$ cat src/logic/lfwk_consts.svh
// Purpose: Offsets, field positions, reset values and timing of the LF
//          wake-up receiver register bank.
// Assumes: Included by its bare name from lfwk_status_regs only.
// Notes:   Definitions only.
`ifndef LFWK_CONSTS_SVH
`define LFWK_CONSTS_SVH

`define LFWK_ADDR_CTRL        8'h20
`define LFWK_ADDR_IRQEN       8'h21
`define LFWK_ADDR_STATUS      8'h24
`define LFWK_ADDR_DATA        8'h25
`define LFWK_ADDR_IDH         8'h26
`define LFWK_ADDR_IDL         8'h27

`define LFWK_BIT_DR           7
`define LFWK_BIT_ERR          6
`define LFWK_BIT_CD           5
`define LFWK_BIT_ID           4
`define LFWK_BIT_OV           3
`define LFWK_BIT_EOM          2
`define LFWK_BIT_SNIFF        1
`define LFWK_BIT_ACK          0
`define LFWK_FLAG_LO          2
`define LFWK_FLAG_HI          7

`define LFWK_CTRL_PAGE        7
`define LFWK_CTRL_CARMODE     6
`define LFWK_CTRL_TOGGLE      5
`define LFWK_CTRL_ID_CHECK_SELECT_HI    4
`define LFWK_CTRL_ID_CHECK_SELECT_LO    3
`define LFWK_CTRL_CC_HI       2
`define LFWK_CTRL_CC_LO       0

`define LFWK_STATUS_RESET     8'h02
`define LFWK_CTRL_RESET       8'h00
`define LFWK_IRQEN_RESET      8'h00
`define LFWK_BYTE_ZERO        8'h00
`define LFWK_CC_ONE           3'h1

`define LFWK_SNIFF_EXTRA_NS   200000
`define LFWK_CLK_PERIOD_PS    4000
`define LFWK_SNIFF_EXTRA_CYC  \
  ((`LFWK_SNIFF_EXTRA_NS * 1000 + `LFWK_CLK_PERIOD_PS - 1) \
   / `LFWK_CLK_PERIOD_PS)
`define LFWK_WAIT_W           17

`endif

$ cat src/logic/lfwk_pkg.sv
// Purpose: Types shared by the LF wake-up receiver register bank.
// Assumes: Constants live in lfwk_consts.svh.
// Notes:   Nothing here is imported; users write lfwk_pkg::name.
package lfwk_pkg;

  typedef enum logic [1:0] {
    LFWK_IDCHK_OFF,
    LFWK_IDCHK_HIGH,
    LFWK_IDCHK_LOW,
    LFWK_IDCHK_BOTH
  } lfwk_id_check_select_t;

  typedef enum logic [1:0] {
    LFWK_PATH_CARRIER,
    LFWK_PATH_WAKING,
    LFWK_PATH_DATA
  } lfwk_path_t;

endpackage

$ cat src/logic/lfwk_status_regs.sv
// Purpose: Status flags, received byte and stored ID of the LF wake-up
//          receiver, reached by software over a plain register port.
// Assumes: Decoder events are one-cycle pulses on clk_sys.
// Notes:   Read data appear in the cycle after the read strobe.
//          A flag event beats an acknowledge that falls in the same cycle.
//
// Strobed register access was left to the implementer.
`timescale 1ns/1ps
`include "lfwk_consts.svh"
module lfwk_status_regs #(
  parameter int unsigned SNIFF_EXTRA_CYC = `LFWK_SNIFF_EXTRA_CYC
) (
  input  wire logic        clk_sys,
  input  wire logic        rst,
  input  wire logic [7:0]  reg_addr,
  input  wire logic [7:0]  reg_wdata,
  input  wire logic        reg_wr,
  input  wire logic        reg_rd,
  output logic      [7:0]  reg_rdata,
  input  wire logic        dec_byte_valid,
  input  wire logic [7:0]  dec_byte_data,
  input  wire logic        dec_bit_error,
  input  wire logic        dec_eom_violation,
  input  wire logic        dec_carrier_valid,
  input  wire logic        dec_carrier_miss,
  input  wire logic        dec_id_valid,
  input  wire logic [15:0] dec_id_value,
  output logic             irq_req,
  output logic             low_power_sniff_select,
  output logic             carrier_mode_select,
  output logic             toggle_mode_select,
  output logic             data_path_ready,
  output logic             message_accept
);

  logic [7:0] receiver_status_flags_q;
  logic [7:0] receiver_status_flags_d;
  logic [7:0] received_byte_q;
  logic [7:0] stored_id_low_q;
  logic [7:0] stored_id_high_q;
  logic [7:0] ctrl_q;
  logic [7:0] irqen_q;
  logic [7:0] rdata_q;
  logic [7:0] flag_set;
  logic [7:0] flag_clr;
  logic [2:0] carrier_cnt_q;
  logic [2:0] carrier_cnt_d;
  logic       msg_block_q;
  logic       page_zero;
  logic       wr_status;
  logic       wr_ctrl;
  logic       wr_irqen;
  logic       wr_idh;
  logic       wr_idl;
  logic       rd_data;
  logic       ack_now;
  logic       data_mode;
  logic       byte_take;
  logic       id_chk_en;
  logic       id_eq;
  logic       carrier_hit;
  logic [`LFWK_WAIT_W-1:0] wait_q;
  lfwk_pkg::lfwk_path_t    path_q;

  // Control and enable registers stay visible on both pages so that
  // software can always switch the page back.
  assign page_zero = ~ctrl_q[`LFWK_CTRL_PAGE];
  assign data_mode = ~ctrl_q[`LFWK_CTRL_CARMODE];

  // Page-zero registers vanish from the map while page select is one.
  // Nothing decodes a write to the data address, so such a write leaves
  // the byte and the flags untouched.
  assign wr_status = reg_wr & page_zero
                   & (reg_addr == `LFWK_ADDR_STATUS);
  assign wr_idh    = reg_wr & page_zero
                   & (reg_addr == `LFWK_ADDR_IDH);
  assign wr_idl    = reg_wr & page_zero
                   & (reg_addr == `LFWK_ADDR_IDL);
  assign rd_data   = reg_rd & page_zero
                   & (reg_addr == `LFWK_ADDR_DATA);
  assign wr_ctrl   = reg_wr & (reg_addr == `LFWK_ADDR_CTRL);
  assign wr_irqen  = reg_wr & (reg_addr == `LFWK_ADDR_IRQEN);

  // The acknowledge acts only in the write cycle and is never stored.
  assign ack_now = wr_status & reg_wdata[`LFWK_BIT_ACK];

  // With checking off the comparator reports no match and never
  // filters, so the ID flag stays clear.
  lfwk_id_match u_id_match (
    .id_value        (dec_id_value),
    .id_high_byte    (stored_id_high_q),
    .id_low_byte     (stored_id_low_q),
    .id_check_select (ctrl_q[`LFWK_CTRL_ID_CHECK_SELECT_HI:`LFWK_CTRL_ID_CHECK_SELECT_LO]),
    .check_enabled   (id_chk_en),
    .id_equal        (id_eq)
  );

  // A filtered message is dropped until its end so that no byte of it
  // wakes the processor.
  // An error, the end mark or leaving data mode ends the filtering.
  always_ff @(posedge clk_sys) begin
    if (rst) begin
      msg_block_q <= 1'b0;
    end else if (dec_id_valid && data_mode) begin
      msg_block_q <= id_chk_en & ~id_eq;
    end else if (dec_eom_violation || dec_bit_error || !data_mode) begin
      msg_block_q <= 1'b0;
    end
  end

  assign message_accept = ~msg_block_q;
  assign byte_take = dec_byte_valid & ~msg_block_q;

  // The byte register is only overwritten, never cleared by a read;
  // software sees the last byte until the next one lands.
  always_ff @(posedge clk_sys) begin
    if (rst) begin
      received_byte_q <= `LFWK_BYTE_ZERO;
    end else if (byte_take) begin
      // Partial bits before an error arrive as an ordinary byte.
      received_byte_q <= dec_byte_data;
    end
  end

  // Toggle mode ignores the count and reports the first validation.
  // A count field of zero behaves as one.
  // A miss restarts the consecutive count; data mode holds it at zero.
  always_comb begin
    carrier_cnt_d = carrier_cnt_q;
    carrier_hit   = 1'b0;
    if (!data_mode && dec_carrier_valid) begin
      if (ctrl_q[`LFWK_CTRL_TOGGLE]) begin
        carrier_hit = 1'b1;
      end else if ((carrier_cnt_q + `LFWK_CC_ONE) >=
                   ctrl_q[`LFWK_CTRL_CC_HI:`LFWK_CTRL_CC_LO]) begin
        carrier_hit   = 1'b1;
        carrier_cnt_d = 3'h0;
      end else begin
        carrier_cnt_d = carrier_cnt_q + `LFWK_CC_ONE;
      end
    end else if (dec_carrier_miss || data_mode) begin
      carrier_cnt_d = 3'h0;
    end
  end

  always_ff @(posedge clk_sys) begin
    if (rst) begin
      carrier_cnt_q <= 3'h0;
    end else begin
      carrier_cnt_q <= carrier_cnt_d;
    end
  end

  // Error, overrun and end-of-message are masked in carrier mode at the
  // source, so a stray decoder pulse cannot leave them set.
  always_comb begin
    flag_set = 8'h00;
    flag_clr = 8'h00;
    flag_set[`LFWK_BIT_DR]  = byte_take;
    flag_set[`LFWK_BIT_ERR] = data_mode & dec_bit_error;
    flag_set[`LFWK_BIT_CD]  = carrier_hit;
    flag_set[`LFWK_BIT_ID]  = data_mode & dec_id_valid
                            & id_chk_en & id_eq;
    // Unread means still flagged and not being read in this cycle.
    flag_set[`LFWK_BIT_OV]  = data_mode & byte_take & ~rd_data
                            & receiver_status_flags_q[`LFWK_BIT_DR];
    flag_set[`LFWK_BIT_EOM] = data_mode & dec_eom_violation
                            & (byte_take
                               | receiver_status_flags_q[`LFWK_BIT_DR]);
    for (int i = `LFWK_FLAG_LO; i <= `LFWK_FLAG_HI; i++) begin
      flag_clr[i] = ack_now;
    end
    flag_clr[`LFWK_BIT_DR] = ack_now | rd_data;
  end

  // Each bit's next value is built apart and the whole register is
  // updated in one process, so every bit has a single driver.
  genvar g;
  generate
    for (g = `LFWK_FLAG_LO; g <= `LFWK_FLAG_HI; g++) begin : g_flag
      // Set beats clear: an event landing in the acknowledge or read
      // cycle is reported rather than lost.
      assign receiver_status_flags_d[g] = flag_set[g]
        | (receiver_status_flags_q[g] & ~flag_clr[g]);
    end
  endgenerate

  // Only the sniff select is written by software; each status write loads it from bit 1.
  assign receiver_status_flags_d[`LFWK_BIT_SNIFF] = wr_status
    ? reg_wdata[`LFWK_BIT_SNIFF]
    : receiver_status_flags_q[`LFWK_BIT_SNIFF];

  // The acknowledge position holds no state: it acts in the write
  // cycle through ack_now and reads as zero ever after.
  assign receiver_status_flags_d[`LFWK_BIT_ACK] = 1'b0;

  always_ff @(posedge clk_sys) begin
    if (rst) begin
      receiver_status_flags_q <= `LFWK_STATUS_RESET;
    end else begin
      receiver_status_flags_q <= receiver_status_flags_d;
    end
  end

  always_ff @(posedge clk_sys) begin
    if (rst) begin
      stored_id_high_q <= `LFWK_BYTE_ZERO;
    end else if (wr_idh) begin
      stored_id_high_q <= reg_wdata;
    end
  end

  always_ff @(posedge clk_sys) begin
    if (rst) begin
      stored_id_low_q <= `LFWK_BYTE_ZERO;
    end else if (wr_idl) begin
      stored_id_low_q <= reg_wdata;
    end
  end

  always_ff @(posedge clk_sys) begin
    if (rst) begin
      ctrl_q <= `LFWK_CTRL_RESET;
    end else if (wr_ctrl) begin
      ctrl_q <= reg_wdata;
    end
  end

  always_ff @(posedge clk_sys) begin
    if (rst) begin
      irqen_q <= `LFWK_IRQEN_RESET;
    end else if (wr_irqen) begin
      irqen_q <= reg_wdata;
    end
  end

  // Overrun and end-of-message have no enable: data-ready and error
  // already announce those events.
  // The request is a plain level that drops as soon as a flag or its
  // enable is cleared.
  assign irq_req =
      (receiver_status_flags_q[`LFWK_BIT_DR] & irqen_q[`LFWK_BIT_DR])
    | (receiver_status_flags_q[`LFWK_BIT_ERR] & irqen_q[`LFWK_BIT_ERR])
    | (receiver_status_flags_q[`LFWK_BIT_ID] & irqen_q[`LFWK_BIT_ID]);

  // Leaving carrier mode: the low-power sniff costs an extra wait
  // before the data path is declared ready.
  // A return to carrier mode during the wait abandons it, and the next
  // change to data mode starts the full wait again.
  always_ff @(posedge clk_sys) begin
    if (rst) begin
      path_q <= lfwk_pkg::LFWK_PATH_CARRIER;
      wait_q <= '0;
    end else begin
      case (path_q)
        lfwk_pkg::LFWK_PATH_CARRIER: begin
          if (data_mode) begin
            if (receiver_status_flags_q[`LFWK_BIT_SNIFF]) begin
              path_q <= lfwk_pkg::LFWK_PATH_WAKING;
              wait_q <= `LFWK_WAIT_W'(SNIFF_EXTRA_CYC - 1);
            end else begin
              path_q <= lfwk_pkg::LFWK_PATH_DATA;
            end
          end
        end
        lfwk_pkg::LFWK_PATH_WAKING: begin
          if (!data_mode) begin
            path_q <= lfwk_pkg::LFWK_PATH_CARRIER;
          end else if (wait_q == '0) begin
            path_q <= lfwk_pkg::LFWK_PATH_DATA;
          end else begin
            wait_q <= wait_q - `LFWK_WAIT_W'(1);
          end
        end
        lfwk_pkg::LFWK_PATH_DATA: begin
          if (!data_mode) begin
            path_q <= lfwk_pkg::LFWK_PATH_CARRIER;
          end
        end
        default: begin
          path_q <= lfwk_pkg::LFWK_PATH_CARRIER;
        end
      endcase
    end
  end

  assign data_path_ready = (path_q == lfwk_pkg::LFWK_PATH_DATA);
  assign low_power_sniff_select =
    receiver_status_flags_q[`LFWK_BIT_SNIFF];
  assign carrier_mode_select = ctrl_q[`LFWK_CTRL_CARMODE];
  assign toggle_mode_select  = ctrl_q[`LFWK_CTRL_TOGGLE];

  // Unmapped addresses and hidden page-zero registers read as zero.
  // Read data stand for one cycle and then return to zero, so a late
  // sample never mistakes a stale value for a fresh read.
  always_ff @(posedge clk_sys) begin
    if (rst) begin
      rdata_q <= `LFWK_BYTE_ZERO;
    end else if (reg_rd) begin
      case (reg_addr)
        `LFWK_ADDR_CTRL:   rdata_q <= ctrl_q;
        `LFWK_ADDR_IRQEN:  rdata_q <= irqen_q;
        `LFWK_ADDR_STATUS: rdata_q <= page_zero ?
                             receiver_status_flags_q : 8'h00;
        `LFWK_ADDR_DATA:   rdata_q <= page_zero ?
                             received_byte_q : 8'h00;
        `LFWK_ADDR_IDH:    rdata_q <= page_zero ?
                             stored_id_high_q : 8'h00;
        `LFWK_ADDR_IDL:    rdata_q <= page_zero ?
                             stored_id_low_q : 8'h00;
        default:           rdata_q <= 8'h00;
      endcase
    end else begin
      rdata_q <= 8'h00;
    end
  end

  assign reg_rdata = rdata_q;

endmodule // lfwk_status_regs

$ cat src/logic/lfwk_id_match.sv
// Purpose: Compare a received 16-bit ID with the stored ID bytes.
// Assumes: All inputs come from the same clock domain.
// Notes:   Purely combinational; the caller samples the result.
`timescale 1ns/1ps
module lfwk_id_match (
  input  wire logic [15:0] id_value,
  input  wire logic [7:0]  id_high_byte,
  input  wire logic [7:0]  id_low_byte,
  input  wire logic [1:0]  id_check_select,
  output logic             check_enabled,
  output logic             id_equal
);

  logic hi_eq;
  logic lo_eq;

  assign hi_eq = (id_value[15:8] == id_high_byte);
  assign lo_eq = (id_value[7:0] == id_low_byte);

  always_comb begin
    check_enabled = 1'b1;
    id_equal      = 1'b0;
    case (lfwk_pkg::lfwk_id_check_select_t'(id_check_select))
      lfwk_pkg::LFWK_IDCHK_OFF: begin
        check_enabled = 1'b0;
      end
      lfwk_pkg::LFWK_IDCHK_HIGH: begin
        id_equal = hi_eq;
      end
      lfwk_pkg::LFWK_IDCHK_LOW: begin
        id_equal = lo_eq;
      end
      lfwk_pkg::LFWK_IDCHK_BOTH: begin
        id_equal = hi_eq & lo_eq;
      end
      default: begin
        check_enabled = 1'b0;
      end
    endcase
  end

endmodule // lfwk_id_match

$ cat config.mk
export PLATFORM = sky130hd
export DESIGN_NAME = lfwk_status_regs
export DESIGN_NICKNAME = d
export VERILOG_FILES = /design/src/logic/lfwk_pkg.sv /design/src/logic/lfwk_status_regs.sv /design/src/logic/lfwk_id_match.sv
export VERILOG_INCLUDE_DIRS = /design/src /design/src/logic
export SDC_FILE = /design/constraint.sdc
export NUM_CORES = 1
export LEC_CHECK = 0
export BUFFER_PORTS_ARGS = -buffer_cell sky130_fd_sc_hd__buf_2
export CAP_MARGIN = 20
export CORE_MARGIN = 5
export CORE_UTILIZATION = 53
export CTS_BUF_LIST = sky130_fd_sc_hd__clkbuf_4
export DETAILED_ROUTE_END_ITERATION = 12
export PLACE_DENSITY = 0.83
export SLEW_MARGIN = 10
export SYNTH_ARGS = -nofsm -noshare
export SYNTH_HDL_FRONTEND = slang
export SYNTH_SLANG_ARGS = --single-unit
$ cat constraint.sdc
create_clock -name clk_sys -period 1.8 [get_ports clk_sys]
set_input_delay 0.09 -clock clk_sys [delete_from_list [all_inputs] [get_ports clk_sys]]
set_output_delay 0.09 -clock clk_sys [all_outputs]
set_load 0.05 [all_outputs]
# Yosys cells after proc, flatten, opt, wreduce, memory -nomap -nowiden
# Index checks and enable logic that the tools add are counted.
dict set report classes {
  addsub 2
  n_lt_le_gt_ge 1
  eq_ne 20
  muxes 27
  n_bitwise 48
  reduce_logical 15
}
# operator n
set op_table {}
lappend op_table {{two-way mux 17 bit} 4}
lappend op_table {{equality test 8 x 6 -> 1 bit, second input constant} 6}
lappend op_table {{case mux 8 bit (6 select lines)} 1}
lappend op_table {{case mux 17 bit (2 select lines)} 1}
lappend op_table {{two-way mux 8 bit} 4}
lappend op_table {{AND 1 bit} 30}
lappend op_table {{zero test 17 bit} 1}
lappend op_table {{subtractor 17 x 1 -> 17 bit, second input constant} 1}
lappend op_table {{equality test 8 bit} 2}
lappend op_table {{two-way mux 3 bit} 4}
lappend op_table {{two-way mux 2 bit} 5}
lappend op_table {{inequality test 2 bit, second input constant} 5}
lappend op_table {{OR 1 bit} 10}
lappend op_table {{NOT 1 bit} 8}
lappend op_table {{equality test 2 bit, second input constant} 3}
lappend op_table {{two-way mux 1 bit} 6}
lappend op_table {{case mux 2 bit (3 select lines)} 1}
lappend op_table {{nonzero test 2 bit} 3}
lappend op_table {{AND reduction 5 bit} 1}
lappend op_table {{equality test 2 x 1 -> 1 bit, second input constant} 2}
lappend op_table {{zero test 2 bit} 2}
lappend op_table {{adder 3 x 1 -> 3 bit, second input constant} 1}
lappend op_table {{greater-or-equal comparator 3 bit} 1}
lappend op_table {{logical OR 1 bit} 3}
lappend op_table {{7 further kinds} 8}
dict set report word_totals {
  ff_bits 79
  input_bits 50
  output_inout_bits 14
  word_cells 126
}

# Longest topological paths before layout
dict set report logic_depth {
  ltp_word 8
  mapped_depth 7
}

# Modules after synthesis
# Synthesis repeated with hierarchy kept, for this count alone.
dict set report hier_totals {
  cells_unflattened 443
  hier_area_um2 4003.8
}
# mod n_inst cells_each area_each_um2 seq_area_each_um2
set modules_own_cells {}
lappend modules_own_cells {lfwk_status_regs 1 419 3816.2 1561.5}
lappend modules_own_cells {lfwk_id_match 1 24 187.7 0.0}

# Worst setup path after synthesis
# Ideal clock, no wire load.
dict set report synth_timing {
  kind {register to register}
  startpoint {register wait_q[6]}
  endpoint {register wait_q[9]}
  arrival_time_ns 1.796
  required_ns 1.668
  slack_ns -0.128
  stages_incl_launch_ff 6
  synth_period_minus_slack_ns 1.928
  path_cell_list {dfxtp_1 > or4_4 > or4_4 > nor3b_1 > xnor2_1 > a21oi_1}
}
dict set report synth_via {
  elab_chain_len 4
  word_cells_on_any_way 7
}
# element line
set synth_lines {}
lappend synth_lines {{from (decl)} lfwk_status_regs.sv:62} ;# logic [`LFWK_WAIT_W-1:0] wait_q;
lappend synth_lines {{from (signal assigned)} lfwk_status_regs.sv:260} ;# wait_q <= `LFWK_WAIT_W'(SNIFF_EXTRA_CYC - 1);
lappend synth_lines {{from (signal assigned)} lfwk_status_regs.sv:272} ;# wait_q <= wait_q - `LFWK_WAIT_W'(1);
lappend synth_lines {{subtractor 17 x 1 -> 17 bit} lfwk_status_regs.sv:272}
lappend synth_lines {{two-way mux 17 bit} lfwk_status_regs.sv:269} ;# end else if (wait_q == '0) begin
lappend synth_lines {{two-way mux 17 bit} lfwk_status_regs.sv:267} ;# if (!data_mode) begin
lappend synth_lines {{case mux 17 bit (2 select lines)} lfwk_status_regs.sv:255} ;# case (path_q)
# Parallel ways exist; a longest one is shown, timed or not. The select of a mux whose other input is x is not followed.
# A chain may end at the register's enable or synchronous reset.

# Final worst setup path
dict set report layout_timing {
  startpoint {register wait_q[15]}
  endpoint {register wait_q[6]}
}
dict set report layout_via {
  elab_chain_len 3
}
# element line
set layout_lines {}
lappend layout_lines {{zero test 17 bit} lfwk_status_regs.sv:269}
lappend layout_lines {{inequality test 2 bit (no source line)} -}
lappend layout_lines {{AND reduction 5 bit (no source line)} -}
# Every way passes these cells.

==> out/metrics.csv <==
metric,value,unit
outcome,finished with violations,
violations,negative setup slack,
pwr-share-comb,16.6,%
p_per_area,703,nW/µm²
yosys_register_bits,78,
final_common_cell,dfxtp_1,
syn-mean-instance-area,9.51,µm²
drv_slew,0,
use_met1,30.2,%
p_int,0.00253,W
drv_cap,0,
grtUsageTotal,23.8,%
cts-root-buf,clkbuf_4,
worstPathArrival,2.24,ns
grt_pass1_vias,3451,
syn2layout_area_growth,29.0,%
use_met2,39.7,%
antenna_found_initial,0,
cts_tree,built,
min_period_over_period,107,%
clock_sinks,78,
setup_viol,5,
whs,0.0171,ns
synth_edf_count,0,
finalWorstSetupSlack,-0.129,ns
rsz0062_at_grt,yes,
seq_area_frac_synth,40.7,%
p_leak,2.07,nW
via_per_inst,5.56,
gr-total-overflow,0,
synth_cell_type_count,53,
fp-row-count,31,
final_cell_mix,"74 x dfxtp_1, 63 x nor2_1, 63 x buf_2",
die_h,95.0,µm
period_minus_slack,1.93,ns
synth_cells,403,
placed_cell_area,4500,µm²
start_util,53.7,%
die_x,95.0,µm
fin_area,4940,µm²
power_frac_clock,31.2,%
synthArstFlopShare,0,%
clk_pin_slew,0.14,ns
core,7140,µm²
worstPathMaxFanout,6,
vias,3463,
dp.cells,588,
tightest_slew,0.541,ns
relSlewSlack,63.6,%
synth-main-ff-cell,dfxtp_1,
cts.path.max_buffers,2,
drt_first_pass_iters,6,
fillers,557,
seq_power_share,52.2,%
port_buffers,63,
met3_usage,4.74,%
drtIter0Drc,295,
min_path_type,in2reg,
cts_made_buffers,9,
dieArea,9030,µm²
final_layout_size_suffix_gt1_share,32.6,%
syn_nets,459,
grt_first_pass_wirelength,16500,µm
hold_viol,0,
final-seq-area,1570,µm²
finalNetCount,575,
ant_nets,0,
wl_per_cell,16.8,µm
pin_count,64,
synth_area,3830,µm²
switchingPower,0.000950,W
start_kind,register,
drt_wl_total,10500,µm
diodes,0,
switching_share,27.3,%
critical_path_class,reg2reg,
finalClockSkew,0.0210,ns
h-tree-depth,3,
multi_input_area,2240,µm²
globalplace.congestion,0.899,
end_kind,register,
ir_worst_vdd,0.000506,V
drcViolationCount,0,
required,2.11,ns
yosys_warnings,0,
worstSkewPairLatency,0.44,ns
top_usage_layer,met2,
fmax,519,MHz
layout.cells.non_filler,623,
grt_max_degree,29,
post-dp-hpwl,7760,µm
metrics by stage:
stage / power (W) / setup TNS (ns) / setup slack, ns / util, %
global placement: 0.00232 / -1.17 / -0.122 / 63.1
floorplan: 0.00212 / -0.298 / -0.0811 / -
global route: 0.00362 / -1.01 / -0.178 / 69.3
finish: 0.00348 / -0.542 / -0.129 / 69.3
CTS: 0.00344 / -0.516 / -0.111 / 68.0
detailed placement: 0.00234 / -2.27 / -0.156 / 63.1
critical path, stage by stage, from the launching register on:
cell	delay [ns]
dfxtp_1	0.33
or4_4	0.53
or4_4	0.54
nor2b_4	0.16
xnor2_2	0.17
a21oi_1	0.09
final timing paths:
kind	depth (start not counted)	to	start	slack [ns]
max	5	wait_q[6]	wait_q[15]	-0.13
min	4	receiver_status_flags_q[7]	reg_rd	0.02
max reg2reg	5	wait_q[6]	wait_q[15]	-0.13
min reg2reg	2	wait_q[5]	wait_q[5]	0.48
logic make-up (layout without fill, tap and decap cells):
group | Yosys count | after routing | synth area share, %
xor gates and xnor gates | 31 | 31 | 7.08
and+or+nand+nor | 158 | 158 | 22.0
AOI/OAI and AO/OA | 59 | 59 | 9.89
DFF | 78 | 78 | 40.7
buffers and inverters | 25 | 146 | 3.79
adders and majority gates | 6 | 6 | 1.96
muxes | 46 | 46 | 14.5
registers in the layout (all words and copies together) (netlist names):
signal                   count
receiver_status_flags_q      7
stored_id_high_q             8
msg_block_q                  1
stored_id_low_q              8
wait_q                      17
received_byte_q              8
carrier_cnt_q                3
ctrl_q                       8
reg_rdata                    8
path_q                       2
irqen_q                      8
Yosys cell counts, types with 2 or more instances:
| cell type | instances | area share, % |
|---|---|---|
| nor4_1 | 9 | 1.5 |
| nand2_1 | 31 | 3.0 |
| ha_1 | 6 | 2.0 |
| a21oi_1 | 26 | 3.4 |
| nor2_1 | 63 | 6.2 |
| a22oi_1 | 10 | 2.0 |
| inv_1 | 8 | 0.78 |
| clkbuf_1 | 9 | 0.88 |
| mux2_2 | 7 | 2.1 |
| nand3_1 | 6 | 0.78 |
| or4_4 | 3 | 0.88 |
| clkbuf_8 | 2 | 0.72 |
| nor2b_1 | 8 | 1.3 |
| o21ai_0 | 5 | 0.65 |
| buf_6 | 4 | 1.2 |
| nor3b_1 | 8 | 1.6 |
| or2_2 | 3 | 0.49 |
| nand2b_1 | 3 | 0.49 |
| nor3_1 | 5 | 0.65 |
| or3_1 | 2 | 0.33 |
| nand4_1 | 2 | 0.33 |
| mux2i_1 | 32 | 8.4 |
| o21a_1 | 2 | 0.39 |
| or4b_4 | 2 | 0.72 |
| mux4_2 | 7 | 4.1 |
| dfxtp_1 | 78 | 41 |
| a211oi_1 | 3 | 0.59 |
| nor4b_4 | 2 | 1.2 |
| xor2_1 | 17 | 3.9 |
| a41oi_1 | 2 | 0.46 |
| nor4b_1 | 2 | 0.46 |
| and2_1 | 2 | 0.33 |
| xnor2_1 | 14 | 3.2 |
metal layers:
| layer | wire [µm] | part of all wire [%] |
|---|---|---|
| met5 | 0 | 0 |
| met4 | 270 | 2.6 |
| met3 | 620 | 5.9 |
| met2 | 5230 | 50 |
| met1 | 4370 | 42 |
power by group through the flow:
stage                     Combinational (W)  Clock (W)  Sequential (W)
after floorplan                    0.000268          0         0.00185
after global placement             0.000472          0         0.00185
after detailed placement           0.000492          0         0.00185
after CTS                          0.000534    0.00110         0.00181
after global routing               0.000627    0.00117         0.00182
final                              0.000576    0.00108         0.00181
area by class of cell:
class,instances,share of cell area [%]
clock buffers,11,1.67
well taps,99,2.51
flip-flops and latches,78,31.7
repair buffers,122,17.0
inverters,8,0.607
clock inverters,5,1.21
multi-input cells,300,45.3
repair_timing:
| action | in CTS | in global routing |
|---|---|---|
| gates resized for setup | 9 | 15 |
| endpoints found under the setup margin | 11 | 15 |
| pin swaps | 3 | 3 |
| hold buffers | 18 | 0 |
| hold endpoints to repair | 38 | 0 |
| buffers inserted | 0 | 1 |
No activity file was read; power rests on OpenSTA's default activity.
